`src/icad_pkg.sv`:
```
// Register map, field positions, reset values and timing counts of the two-wire bus interface.
// Assumes an 8-bit register port on the 250 MHz core clock, which is also the divider's input clock.
// Summary of operation
// - Speed bit: 0 standard, 1 fast; kept
// - Standard: SCL period 2x(divider+2) clocks
// - Fast: SCL period 3x(divider+2) clocks
// - Divider in low seven bits, kept
// - Data write starts byte transmission
// - Read direction: first byte received automatically
// - Own address bits 7:1 matched, kept
// - Direction bit ignored when matching address
// - Address byte 01h is never answered
// - Ten-bit mode: low address byte kept
// - Ten-bit mode: bits 2:1 kept
// - Byte done holds SCL until cleared or, as master, until stop requested
// - Address match flag holds SCL low
package icad_pkg;
    // Register offsets
    localparam logic [7:0] A_CTRL = 8'h28;
    localparam logic [7:0] A_ST1 = 8'h29;
    localparam logic [7:0] A_ST2 = 8'h2a;
    localparam logic [7:0] A_SPEED = 8'h2b;
    localparam logic [7:0] A_OWN_LO = 8'h2c;
    localparam logic [7:0] A_OWN_HI = 8'h2d;
    localparam logic [7:0] A_DATA = 8'h2e;
    localparam logic [7:0] A_IRQ_ST = 8'h30;
    localparam logic [7:0] A_IRQ_CLR = 8'h31;
    localparam logic [7:0] A_IRQ_EN = 8'h32;
    // Reset values and masks
    localparam logic [7:0] RST_OWN_HI = 8'h40;
    localparam logic [7:0] MASK_CTRL = 8'h3f;
    localparam logic [7:0] MASK_OWN_HI = 8'hc6;
    localparam logic [7:0] RES_OWN_HI = 8'h39;
    localparam logic [7:0] RES_ST2 = 8'he0;
    // Control bits
    localparam int C_EN = 5;
    localparam int C_ENGC = 4;
    localparam int C_START = 3;
    localparam int C_ACK = 2;
    localparam int C_STOP = 1;
    localparam int C_ITE = 0;
    localparam int SPEED_FAST = 7;
    // Event bits of the interrupt status, clear and enable registers
    localparam int EV_BDONE = 0;
    localparam int EV_MATCH = 1;
    localparam int EV_SB = 2;
    localparam int EV_AF = 3;
    localparam int EV_STOPF = 4;
    localparam int NUM_EV = 5;
    // Bus constants and timing counts
    localparam logic [8:0] DIV_OFFSET = 9'h002;
    localparam logic [3:0] BITS_PER_BYTE = 4'h8;
    localparam logic [7:0] GEN_CALL = 8'h00;
    localparam logic [7:0] NEVER_ADDR = 8'h01;
    localparam logic [1:0] STOP_LAST = 2'h1;
    typedef enum logic [2:0] {ST_IDLE, ST_START, ST_SHIFT, ST_ACK, ST_HOLD, ST_STOP} icad_st_t;
endpackage

```
`src/icad_sclgen.sv`:
```
// SCL waveform generator for master transfers.
// Assumes run is low while SCL is held or the bus is idle, so every byte starts in the low phase.
`timescale 1ns/1ps
module icad_sclgen (
    input wire logic clk,
    input wire logic resetn,
    input wire logic ce,
    input wire logic run,
    input wire logic fast,
    input wire logic [6:0] div,
    output logic scl_low,
    output logic tick
);
    import icad_pkg::*;

    typedef struct packed {
        logic [8:0] cnt;
        logic low;
        logic tick;
    } icad_gen_t;

    icad_gen_t s;
    icad_gen_t n;
    logic [8:0] half;
    logic [8:0] len;
    logic [8:0] seen;

    // Standard mode: both phases div+2; fast mode: low phase doubled
    always_comb begin
        half = {2'h0, div} + DIV_OFFSET;
        len = (fast && s.low) ? {half[7:0], 1'b0} : half;
        n = s;
        n.tick = 1'b0;
        if (!run) begin
            n.cnt = 9'h000;
            n.low = 1'b1;
        end else if (s.cnt + 9'h001 >= len) begin
            n.cnt = 9'h000;
            n.low = ~s.low;
            n.tick = 1'b1;
        end else begin
            n.cnt = s.cnt + 9'h001;
        end
    end

    // State register, frozen while the clock enable is low
    always_ff @(posedge clk) begin
        if (!resetn) begin
            s <= '0;
            s.low <= 1'b1;
        end else if (ce) begin
            s <= n;
        end
    end

    assign scl_low = s.low;
    assign tick = s.tick;

    // Phase length counted independently of the divider counter
    always_ff @(posedge clk) begin
        if (!resetn) begin
            seen <= 9'h000;
        end else if (ce) begin
            seen <= (!run || n.low != s.low) ? 9'h000 : seen + 9'h001;
        end
    end
endmodule // icad_sclgen

```
`src/icad_core.sv`:
```
// Two-wire bus interface: registers, address matching, byte engine and master clock.
// Assumes open-drain pads outside: an enable pulls the wire low, the pin inputs are asynchronous.
`timescale 1ns/1ps
module icad_core (
    input wire logic clk,
    input wire logic resetn,
    input wire logic ce,
    input wire logic [7:0] addr,
    input wire logic [7:0] wdata,
    input wire logic wr,
    input wire logic rd,
    output logic [7:0] rdata,
    output logic irq,
    input wire logic scl_in,
    output logic scl_out,
    output logic scl_oe,
    input wire logic sda_in,
    output logic sda_out,
    output logic sda_oe
);
    import icad_pkg::*;

    typedef struct packed {
        logic [1:0] scl_sy;
        logic [1:0] sda_sy;
        logic scl_d;
        logic sda_d;
        logic [7:0] ctrl;
        logic [7:0] speed;
        logic [7:0] own_lo;
        logic [7:0] own_hi;
        logic [7:0] dbuf;
        logic [7:0] shreg;
        logic [3:0] cnt;
        icad_st_t st;
        logic [1:0] step;
        logic addr_ph;
        logic tra;
        logic busy;
        logic msl;
        logic bdone;
        logic amatch;
        logic sb;
        logic af;
        logic nack;
        logic stopf;
        logic gcal;
        logic st1_rd;
        logic buf_full;
        logic rw_dir;
        logic [NUM_EV-1:0] irq_st;
        logic [NUM_EV-1:0] irq_en;
        logic [7:0] rdata;
        logic irq;
        logic scl_oe;
        logic sda_oe;
        logic pin_out;
    } icad_state_t;

    icad_state_t s;
    icad_state_t n;
    logic scl_low;
    logic tick;
    logic run;

    // Slave address check; 01h is refused even when it matches the own address
    function automatic logic addr_hit(input logic [7:0] b, input logic [7:0] own, input logic engc);
        addr_hit = (b != NEVER_ADDR) && ((b[7:1] == own[7:1]) || (engc && b == GEN_CALL));
    endfunction

    // Divider only runs while this end masters SCL; holding restarts it in the low phase
    assign run = s.msl && s.st != ST_IDLE && s.st != ST_HOLD;

    icad_sclgen u_gen (
        .clk(clk),
        .resetn(resetn),
        .ce(ce),
        .run(run),
        .fast(s.speed[SPEED_FAST]),
        .div(s.speed[6:0]),
        .scl_low(scl_low),
        .tick(tick)
    );

    // Next state: pin sampling, register access, byte engine, pin drive, interrupts
    always_comb begin
        logic rise;
        logic fall;
        logic start_c;
        logic stop_c;
        logic ack_drv;
        logic [NUM_EV-1:0] ev_old;
        logic [NUM_EV-1:0] ev_new;
        n = s;
        // Second sync stage feeds every detector; first stage feeds only the second
        n.scl_sy = {s.scl_sy[0], scl_in};
        n.sda_sy = {s.sda_sy[0], sda_in};
        n.scl_d = s.scl_sy[1];
        n.sda_d = s.sda_sy[1];
        rise = s.scl_sy[1] && !s.scl_d;
        fall = !s.scl_sy[1] && s.scl_d;
        start_c = s.scl_sy[1] && s.scl_d && s.sda_d && !s.sda_sy[1];
        stop_c = s.scl_sy[1] && s.scl_d && !s.sda_d && s.sda_sy[1];
        ev_old = {s.stopf, s.af, s.sb, s.amatch, s.bdone};
        n.rdata = 8'h00;
        // Bus busy follows the wire even while disabled
        if (start_c) begin
            n.busy = 1'b1;
        end else if (stop_c) begin
            n.busy = 1'b0;
        end
        // Reads: data stand in the next cycle only; status reads clear flags
        if (rd) begin
            unique case (addr)
                A_CTRL: n.rdata = s.ctrl;
                A_ST1: begin
                    n.rdata = {|ev_old, 1'b0, s.tra, s.busy, s.bdone, s.amatch, s.msl, s.sb};
                    n.st1_rd = 1'b1;
                    n.amatch = 1'b0;
                end
                A_ST2: begin
                    n.rdata = {3'h0, s.af, s.stopf, 2'h0, s.gcal};
                    n.af = 1'b0;
                    n.stopf = 1'b0;
                end
                A_SPEED: n.rdata = s.speed;
                A_OWN_LO: n.rdata = s.own_lo;
                A_OWN_HI: n.rdata = s.own_hi & MASK_OWN_HI;
                A_DATA: begin
                    n.rdata = s.dbuf;
                    if (s.st1_rd) begin
                        n.bdone = 1'b0;
                    end
                    n.st1_rd = 1'b0;
                end
                A_IRQ_ST: n.rdata = {3'h0, s.irq_st};
                A_IRQ_EN: n.rdata = {3'h0, s.irq_en};
                default: n.rdata = 8'h00;
            endcase
        end
        // Writes; disabling keeps speed and addresses but clears the start, ack and interrupt enable control bits
        if (wr) begin
            unique case (addr)
                A_CTRL: n.ctrl = wdata & MASK_CTRL;
                A_SPEED: n.speed = wdata;
                A_OWN_LO: n.own_lo = wdata;
                A_OWN_HI: n.own_hi = wdata & MASK_OWN_HI;
                A_DATA: begin
                    n.dbuf = wdata;
                    n.buf_full = 1'b1;
                    if (s.st1_rd) begin
                        n.bdone = 1'b0;
                        n.sb = 1'b0;
                    end
                    n.st1_rd = 1'b0;
                end
                A_IRQ_CLR: n.irq_st = s.irq_st & ~wdata[NUM_EV-1:0];
                A_IRQ_EN: n.irq_en = wdata[NUM_EV-1:0];
                default: ;
            endcase
        end
        if (!n.ctrl[C_EN]) begin
            // Disabled: transfer state and flags drop, speed and addresses stay
            n.ctrl[C_START] = 1'b0;
            n.ctrl[C_ACK] = 1'b0;
            n.ctrl[C_ITE] = 1'b0;
            n.st = ST_IDLE;
            n.msl = 1'b0;
            n.tra = 1'b0;
            n.bdone = 1'b0;
            n.amatch = 1'b0;
            n.sb = 1'b0;
            n.af = 1'b0;
            n.stopf = 1'b0;
            n.gcal = 1'b0;
            n.st1_rd = 1'b0;
        end else if (start_c && !s.msl) begin
            // Any start seen as slave restarts address reception
            n.st = ST_SHIFT;
            n.addr_ph = 1'b1;
            n.tra = 1'b0;
            n.cnt = 4'h0;
        end else if (stop_c && !s.msl && s.st != ST_IDLE) begin
            n.st = ST_IDLE;
            n.stopf = s.ctrl[C_ACK];
            n.gcal = 1'b0;
            n.tra = 1'b0;
        end else begin
            unique case (s.st)
                ST_IDLE: begin
                    // Master start waits for a free bus
                    if (s.ctrl[C_START] && !s.busy) begin
                        n.st = ST_START;
                        n.msl = 1'b1;
                    end
                end
                ST_START: begin
                    if (tick) begin
                        n.st = ST_HOLD;
                        n.sb = 1'b1;
                        n.ctrl[C_START] = 1'b0;
                        n.tra = 1'b1;
                        n.addr_ph = 1'b1;
                    end
                end
                ST_SHIFT: begin
                    // Sample on SCL rise, move the next bit out on SCL fall
                    if (rise) begin
                        n.cnt = s.cnt + 4'h1;
                        if (!s.tra) begin
                            n.shreg = {s.shreg[6:0], s.sda_sy[1]};
                        end
                    end else if (fall && s.cnt == BITS_PER_BYTE) begin
                        n.st = ST_ACK;
                    end else if (fall && s.tra) begin
                        n.shreg = {s.shreg[6:0], 1'b1};
                    end
                end
                ST_ACK: begin
                    if (rise && s.tra) begin
                        n.nack = s.sda_sy[1];
                        n.af = s.af || s.sda_sy[1];
                    end
                    if (fall) begin
                        n.cnt = 4'h0;
                        if (s.addr_ph && !s.msl) begin
                            if (s.ctrl[C_ACK] && addr_hit(s.shreg, s.own_lo, s.ctrl[C_ENGC])) begin
                                n.amatch = 1'b1;
                                n.tra = s.shreg[0];
                                n.gcal = (s.shreg == GEN_CALL);
                                n.st = ST_HOLD;
                                n.addr_ph = 1'b0;
                                n.buf_full = 1'b0;
                            end else begin
                                n.st = ST_IDLE;
                            end
                        end else if (s.tra && s.nack) begin
                            // Refused byte: a slave lets go, a master waits for stop
                            n.st = s.msl ? ST_HOLD : ST_IDLE;
                        end else if (s.addr_ph) begin
                            n.addr_ph = 1'b0;
                            if (s.rw_dir) begin
                                n.tra = 1'b0;
                                n.st = ST_SHIFT;
                            end else begin
                                n.bdone = 1'b1;
                                n.st = ST_HOLD;
                            end
                        end else begin
                            n.bdone = 1'b1;
                            n.st = ST_HOLD;
                            if (!s.tra) begin
                                n.dbuf = s.shreg;
                            end
                        end
                    end
                end
                ST_HOLD: begin
                    // SCL stays low until every holding flag is cleared by software and, when transmitting, a byte is written, or a master requests a stop
                    if (s.msl && s.ctrl[C_STOP]) begin
                        n.st = ST_STOP;
                        n.step = 2'h0;
                    end else if (!s.amatch && !s.bdone && !s.sb && (!s.tra || s.buf_full)) begin
                        n.st = ST_SHIFT;
                        n.cnt = 4'h0;
                        if (s.tra) begin
                            n.shreg = s.dbuf;
                            n.buf_full = 1'b0;
                            n.rw_dir = s.dbuf[0];
                        end
                    end
                end
                ST_STOP: begin
                    // SDA low under low SCL, release SCL, then release SDA
                    if (tick) begin
                        n.step = s.step + 2'h1;
                        if (s.step == STOP_LAST) begin
                            n.st = ST_IDLE;
                            n.msl = 1'b0;
                            n.tra = 1'b0;
                            n.ctrl[C_STOP] = 1'b0;
                        end
                    end
                end
            endcase
        end
        // Pin drives are registered so the pads never see decode glitches
        ack_drv = n.addr_ph ? (!n.msl && n.ctrl[C_ACK] && addr_hit(n.shreg, n.own_lo, n.ctrl[C_ENGC]))
                            : n.ctrl[C_ACK];
        n.scl_oe = (n.st == ST_HOLD) || (n.st == ST_STOP && n.step == 2'h0) ||
                   (n.msl && scl_low && (n.st == ST_SHIFT || n.st == ST_ACK));
        n.sda_oe = (n.st == ST_START) || (n.st == ST_STOP) || (n.st == ST_HOLD && n.sb) ||
                   (n.st == ST_SHIFT && n.tra && !n.shreg[7]) || (n.st == ST_ACK && !n.tra && ack_drv);
        n.pin_out = 1'b0;
        // Sticky events: a new event wins over a clear written in the same cycle
        ev_new = {n.stopf, n.af, n.sb, n.amatch, n.bdone};
        n.irq_st = n.irq_st | (ev_new & ~ev_old);
        n.irq = n.ctrl[C_ITE] && |(n.irq_st & n.irq_en);
    end

    // Single state register; wires idle high so reset shows no false start
    always_ff @(posedge clk) begin
        if (!resetn) begin
            s <= '0;
            s.own_hi <= RST_OWN_HI;
            s.scl_sy <= 2'h3;
            s.sda_sy <= 2'h3;
            s.scl_d <= 1'b1;
            s.sda_d <= 1'b1;
        end else if (ce) begin
            s <= n;
        end
    end

    assign rdata = s.rdata;
    assign irq = s.irq;
    assign scl_oe = s.scl_oe;
    assign sda_oe = s.sda_oe;
    assign scl_out = s.pin_out;
    assign sda_out = s.pin_out;
endmodule // icad_core

```
`config.mk`:
```
export PLATFORM = sky130hd
export DESIGN_NAME = icad_core
export DESIGN_NICKNAME = d
export VERILOG_FILES = /design/src/icad_pkg.sv /design/src/icad_sclgen.sv /design/src/icad_core.sv
export SDC_FILE = /design/constraint.sdc
export NUM_CORES = 1
export LEC_CHECK = 0
export ABC_AREA = 1
export BUFFER_PORTS_ARGS = -buffer_cell sky130_fd_sc_hd__buf_4
export CAP_MARGIN = 30
export CORE_MARGIN = 4
export CORE_UTILIZATION = 40
export CTS_BUF_LIST = sky130_fd_sc_hd__clkbuf_8 sky130_fd_sc_hd__clkbuf_16
export CTS_CLUSTER_DIAMETER = 100
export CTS_CLUSTER_SIZE = 8
export DETAILED_ROUTE_END_ITERATION = 10
export GPL_TIMING_DRIVEN = 1
export PLACE_DENSITY = 0.53
export SLEW_MARGIN = 20
export SYNTH_ARGS = -nofsm -noshare
export SYNTH_HDL_FRONTEND = slang
export SYNTH_SLANG_ARGS = --single-unit
```
`constraint.sdc`:
```
create_clock -name clk -period 3.14 [get_ports clk]
set_clock_uncertainty 0.2 [all_clocks]
set_input_delay 0.471 -clock clk [delete_from_list [all_inputs] [get_ports clk]]
set_output_delay 0.471 -clock clk [all_outputs]
set_load 0.01 [all_outputs]
```
Word level (Yosys, flattened, before mapping). Index checks and enable logic that the tools add are counted.

Input bits: 23. Output and inout port bits: 13. Register bits after elaboration: 103.

Reduce and logical (&&, ||, !) cells: 81. Bitwise logic cells: 10. Equal/unequal tests: 38. Multiplexer cells: 145. $lt $le $gt $ge: 1. Add/sub/neg operators: 4.

Operators by type and width (number): $mux 8 (17); $eq 8x6->1 const B (10); $pmux 8 s9 (1); $mux 1 (59); $mux 3 (16); $mux 2 (23); $mux 20 (2); $logic_and 1x1->1 (39); $mux 38 (1); $mux 15 (2); $mux 10 (2); $mux 5 (4); $mux 9 (2); $pmux 3 s6 (1); $logic_not 8->1 (2); $mux 16 (1); $ne 8x1->1 const B (2); $pmux 8 s2 (1); $reduce_and 8->1 (2); $and 5x5->5 (3); $eq 7x7->1 (2); $mux 7 (2); $logic_not 1->1 (13); $eq 3x2->1 const B (4); other kinds (33) (68).

Depth between registers and ports, before layout.
Depth in word-level cells: 21. Depth in mapped cells: 21.

Modules after synthesis. Synthesis repeated with hierarchy kept, for this count alone.

Cells, all modules: 1134. Area total of the unflattened synthesis: 7209.4 sq um.

Modules (own cells, without submodules): icad_core (area an instance 6180.9 sq um, times used 1, cells each 979); icad_sclgen (area an instance 1028.5 sq um, times used 1, cells each 155).

Worst setup path after synthesis. No wires, ideal clock.

Path type: register -> register. Start point: register u_gen.s[2] (netlist name). End point: register u_gen.s[10] (netlist name). Stages on the path, launching flop included: 15. Setup slack: 550 ps. Required time: 2812 ps. Arrival time: 2262 ps. Cells stage by stage: dfxtp_1 > ha_1 > nand2_1 > nor2_1 > nand3_1 > nand3b_1 > xnor2_1 > ha_1 > nand2_1 > nor2_1 > nand3b_1 > nand3_1 > clkinv_1 > a32oi_1 > nor2_1.

Longest elaborated chain between the ends: 4.

RTL lines: start, declared (line icad_sclgen.sv:22) `icad_gen_t s;`; start signal, assigned (line icad_sclgen.sv:52) `s <= n;`; $add 9x1->9 (*) (line icad_sclgen.sv:37, icad_sclgen.sv:42); $ge 9x9->1 (line icad_sclgen.sv:37) `end else if (s.cnt + 9'h001 >= len) begin`; $mux 9 (*) (line icad_sclgen.sv:37); $mux 10 (*) (line icad_sclgen.sv:34) `if (!run) begin`.

Every way passes the cells marked *; elsewhere a longest branch is shown, timed or not. A chain may end at the register's enable or synchronous reset.

Final worst setup path.
Start point: register u_gen.s[2] (netlist name). End point: register u_gen.s (netlist bit u_gen.scl_low).

Longest elaborated chain between the ends: 4.

RTL lines (line): $add 9x1->9 (icad_sclgen.sv:37); $ge 9x9->1 (icad_sclgen.sv:37); $ne 2x2->1 (no source line); $reduce_and 2->1 (no source line).

Every way passes these cells.

==> results.json <==
{
  "areaGrowthSynthToFinish_pct": 12.23,
  "worst_path_max_delay_cell": "dfxtp_1",
  "dpl.hpwl_um": 18560,
  "grt_use_total_pct": 24.61,
  "cts_tree": "done",
  "fin_crit_ns": 2.897,
  "reg2regPathDepth": 14,
  "power.density_nw_per_um2": 385.6,
  "tightest_slew_ns": 0.6698,
  "fin_tns_setup_ns": 0,
  "hold_end": "n[96]",
  "dieArea_sq_um": 19950,
  "final_cells": 1371,
  "dieWidth_um": 141.2,
  "fp.coreArea_sq_um": 17360,
  "drive_gt1_share_pct": 12.57,
  "status": "finished clean",
  "first_global_vias": 6837,
  "worstPathRequired_ns": 3.18,
  "p_clk_share_pct": 40.0,
  "clock.fmax_mhz": 345.2,
  "portBuffers": 33,
  "p_comb_share_pct": 14.7,
  "drt-initial-drc-count": 623,
  "synth_top_cell_by_area": "dfxtp_1",
  "gr-total-overflow": 0,
  "crit_type": "register to register",
  "wire_per_inst_um": 17.92,
  "syn_avg_cell_area_sq_um": 6.335,
  "cts_buffers": 9,
  "clockBufferDepth": 2,
  "finalHoldViolations": 0,
  "hold_depth": 3,
  "ys_seq_area_share_pct": 29.03,
  "syn_inst": 1121,
  "crit_path_max_fanout": 5,
  "vias_per_cell": 5.473,
  "crit_chain": "ha_1 > nand2_1 > nor2_1 > nand3_1 > nand3b_1 > xnor2_2 > ha_1 > nand2_1 > nor2_1 > nand3b_1 > nand3_2 > clkinvlp_4 > o21ai_0 > nand3_1",
  "yosysUniqueCellTypes": 52,
  "async_flop_share_pct": 0,
  "cts_sinks": 103,
  "firstDrtPassIters": 5,
  "r2r_end": "u_gen.scl_low",
  "r2r_setup_slack_ns": 0.24,
  "power_leakage_nw": 3.505,
  "timing.final.crit_share_pct": 92.25,
  "setup_ws_ns": 0.2434,
  "hold_path.class": "input pin to register",
  "synthTopCellsByArea": "dfxtp_1, nand2_1, a21oi_1",
  "clock_latency_ns": 0.36,
  "final_area_sq_um": 7970,
  "cts_max_level": 3,
  "pwr-share-seq_pct": 45.3,
  "grt_max_degree": 97,
  "internal_power_w": 0.002204,
  "netlist_area_sq_um": 7102,
  "routed_wl_um": 24570,
  "cts_setup_buffers": 0,
  "slew_headroom_pct": 55.18,
  "ir_worst_vdd_uv": 271.0,
  "max_stage_delay_ns": 0.40,
  "synth-seq-cells": 103,
  "start_util_pct": 40.92,
  "ys.flop_type": "dfxtp_1",
  "synth_top_area_share_pct": 29.03,
  "diodes": 0,
  "critPathArrivalTime_ns": 2.94,
  "chipHeight_um": 141.2,
  "setup_viol": 0,
  "ios": 36,
  "antenna_found_initial": 0,
  "ant_nets": 0,
  "gp_congestion": 0.9829,
  "r2r_start": "u_gen.s[2]",
  "swShare_pct": 28.29,
  "critPathLaunchType": "register",
  "final_common_cell": "nand2_1",
  "placementRows": 48,
  "place_area_sq_um": 7634,
  "post-place-ws_ns": 0.1335,
  "final_cell_mix": "nand2_1, inv_1, a21oi_1, o21ai_0, dfxtp_1",
  "clkTransAtPathRegs_ns": 0.07,
  "hp-start": "sda_in",
  "rsz0062_at_grt": "false",
  "drv_cap": 0,
  "nets": 1179,
  "drc": 0,
  "slew_violations": 0,
  "cts_root_buffer": "clkbuf_16",
  "grt_pass1_wl_um": 38850,
  "dp_cells": 1355,
  "vias": 7503,
  "p_switching_w": 0.0008694,
  "yosysWarnings": 0,
  "endpoint_kind": "register",
  "synth_edf_count": 0
}
-- final cells by class --
type                            count  area [sq um]
Clock buffer                       10         239.0
Clock inverter                      5         73.82
Fill cell                        1863          9387
Inverter                          159         603.1
Multi-Input combinational cell    804          4185
Sequential cell                   103          2062
Tap cell                          225         281.5
Timing Repair Buffer               64         518.0
Timing Repair inverter              1         7.507
-- power groups by stage --
| stage | registers [W] | logic [W] | clock network [W] |
|---|---|---|---|
| global placement | 0.00142 | 0.000447 | 0 |
| finish | 0.00139 | 0.000452 | 0.00123 |
| floorplan | 0.00140 | 0.000304 | 0 |
| detailed placement | 0.00142 | 0.000447 | 0 |
| CTS | 0.00139 | 0.000449 | 0.00127 |
| global route | 0.00139 | 0.000505 | 0.00130 |
-- repair_timing --
| action | 4_1_cts | 5_1_grt |
|---|---|---|
| resized for setup | 0 | 4 |
| setup endpoints to repair | 0 | 9 |
| hold buffers | 0 | 0 |
-- cells by family (layout without fill, tap and decap cells) --
| logic type | count (synthesis) | in the layout | share of synthesized area [%] |
|---|---|---|---|
| other | 1 | 2 | 0.05280 |
| flip-flops | 103 | 103 | 29.03 |
| multiplexers | 5 | 5 | 0.7047 |
| buffers and inverters | 215 | 239 | 12.26 |
| AO/OA/AOI/OAI | 298 | 298 | 23.56 |
| AND/OR/NAND/NOR | 470 | 470 | 30.07 |
| XOR/XNOR | 15 | 15 | 1.850 |
| adder cells (fa/ha/maj) | 14 | 14 | 2.467 |
-- layer usage --
metal / vias to the layer above / global-route usage, % / share of wire (%)
li1: 3777 / - / -
met1: 3435 / 34.28 / 46
met2: 253 / 39.25 / 46
met3: 38 / 4.138 / 6.0
met4: 0 / 6.884 / 1.9
met5: - / 0 / 0
-- worst max path at each step --
stage | startpoint | end | slack (ns) | cells past startpoint
finish | u_gen.s[2] | u_gen.scl_low | 0.24 | 14
CTS | u_gen.s[2] | u_gen.scl_low | 0.11 | 14
global route | u_gen.s[2] | u_gen.scl_low | 0.003 | 14
detailed placement | u_gen.s[2] | u_gen.scl_low | 0.13 | 14
floorplan | u_gen.s[2] | u_gen.s[10] | 0.55 | 14
global placement | u_gen.s[2] | u_gen.scl_low | 0.19 | 14
-- worst max-delay path, delay by kind of cell, from the launching register on --
family	cells	cell delay, ns
and+or+nand+nor	9	1.14
DFF	1	0.40
adders and majority gates	2	0.53
xor gates and xnor gates	1	0.17
AOI/OAI and AO/OA	1	0.17
buffers and inverters	1	0.17
-- per-stage QoR --
| step | total power [W] | util, % | hold WS [ns] |
|---|---|---|---|
| after CTS | 0.003106 | 45.78 | 0.1098 |
| final | 0.003073 | 45.92 | 0.1185 |
| after global placement | 0.001866 | 43.87 | 0.2420 |
| after global routing | 0.003204 | 45.92 | 0.1288 |
| after detailed placement | 0.001866 | 43.98 | 0.2426 |
| after floorplan | 0.001701 | - | 0.2292 |
-- sequential cells by signal, summed over array words and instances, names as in the netlist --
register and flops:
u_gen.tick 1, u_gen.scl_low 1, n 4, sda_oe 1, scl_oe 1, irq 1
s 77, u_gen.s 9, rdata 8
-- cell usage after synthesis (5+ instances only) --
cell,number
o21ai_1,8
a221oi_1,8
a32oi_1,5
o21ai_0,105
nor2_2,6
mux2i_1,5
clkbuf_1,35
nand3_1,66
a31oi_1,5
inv_2,20
nor2_1,77
ha_1,14
dfxtp_1,103
o22ai_1,17
nor3_1,25
a211oi_1,5
inv_1,136
nand2_1,240
o211ai_1,13
nand2_2,10
nand4_1,17
buf_2,6
xor2_1,11
buf_4,14
nor2_4,9
a21oi_1,115
Power figures use the tool's default switching activity.
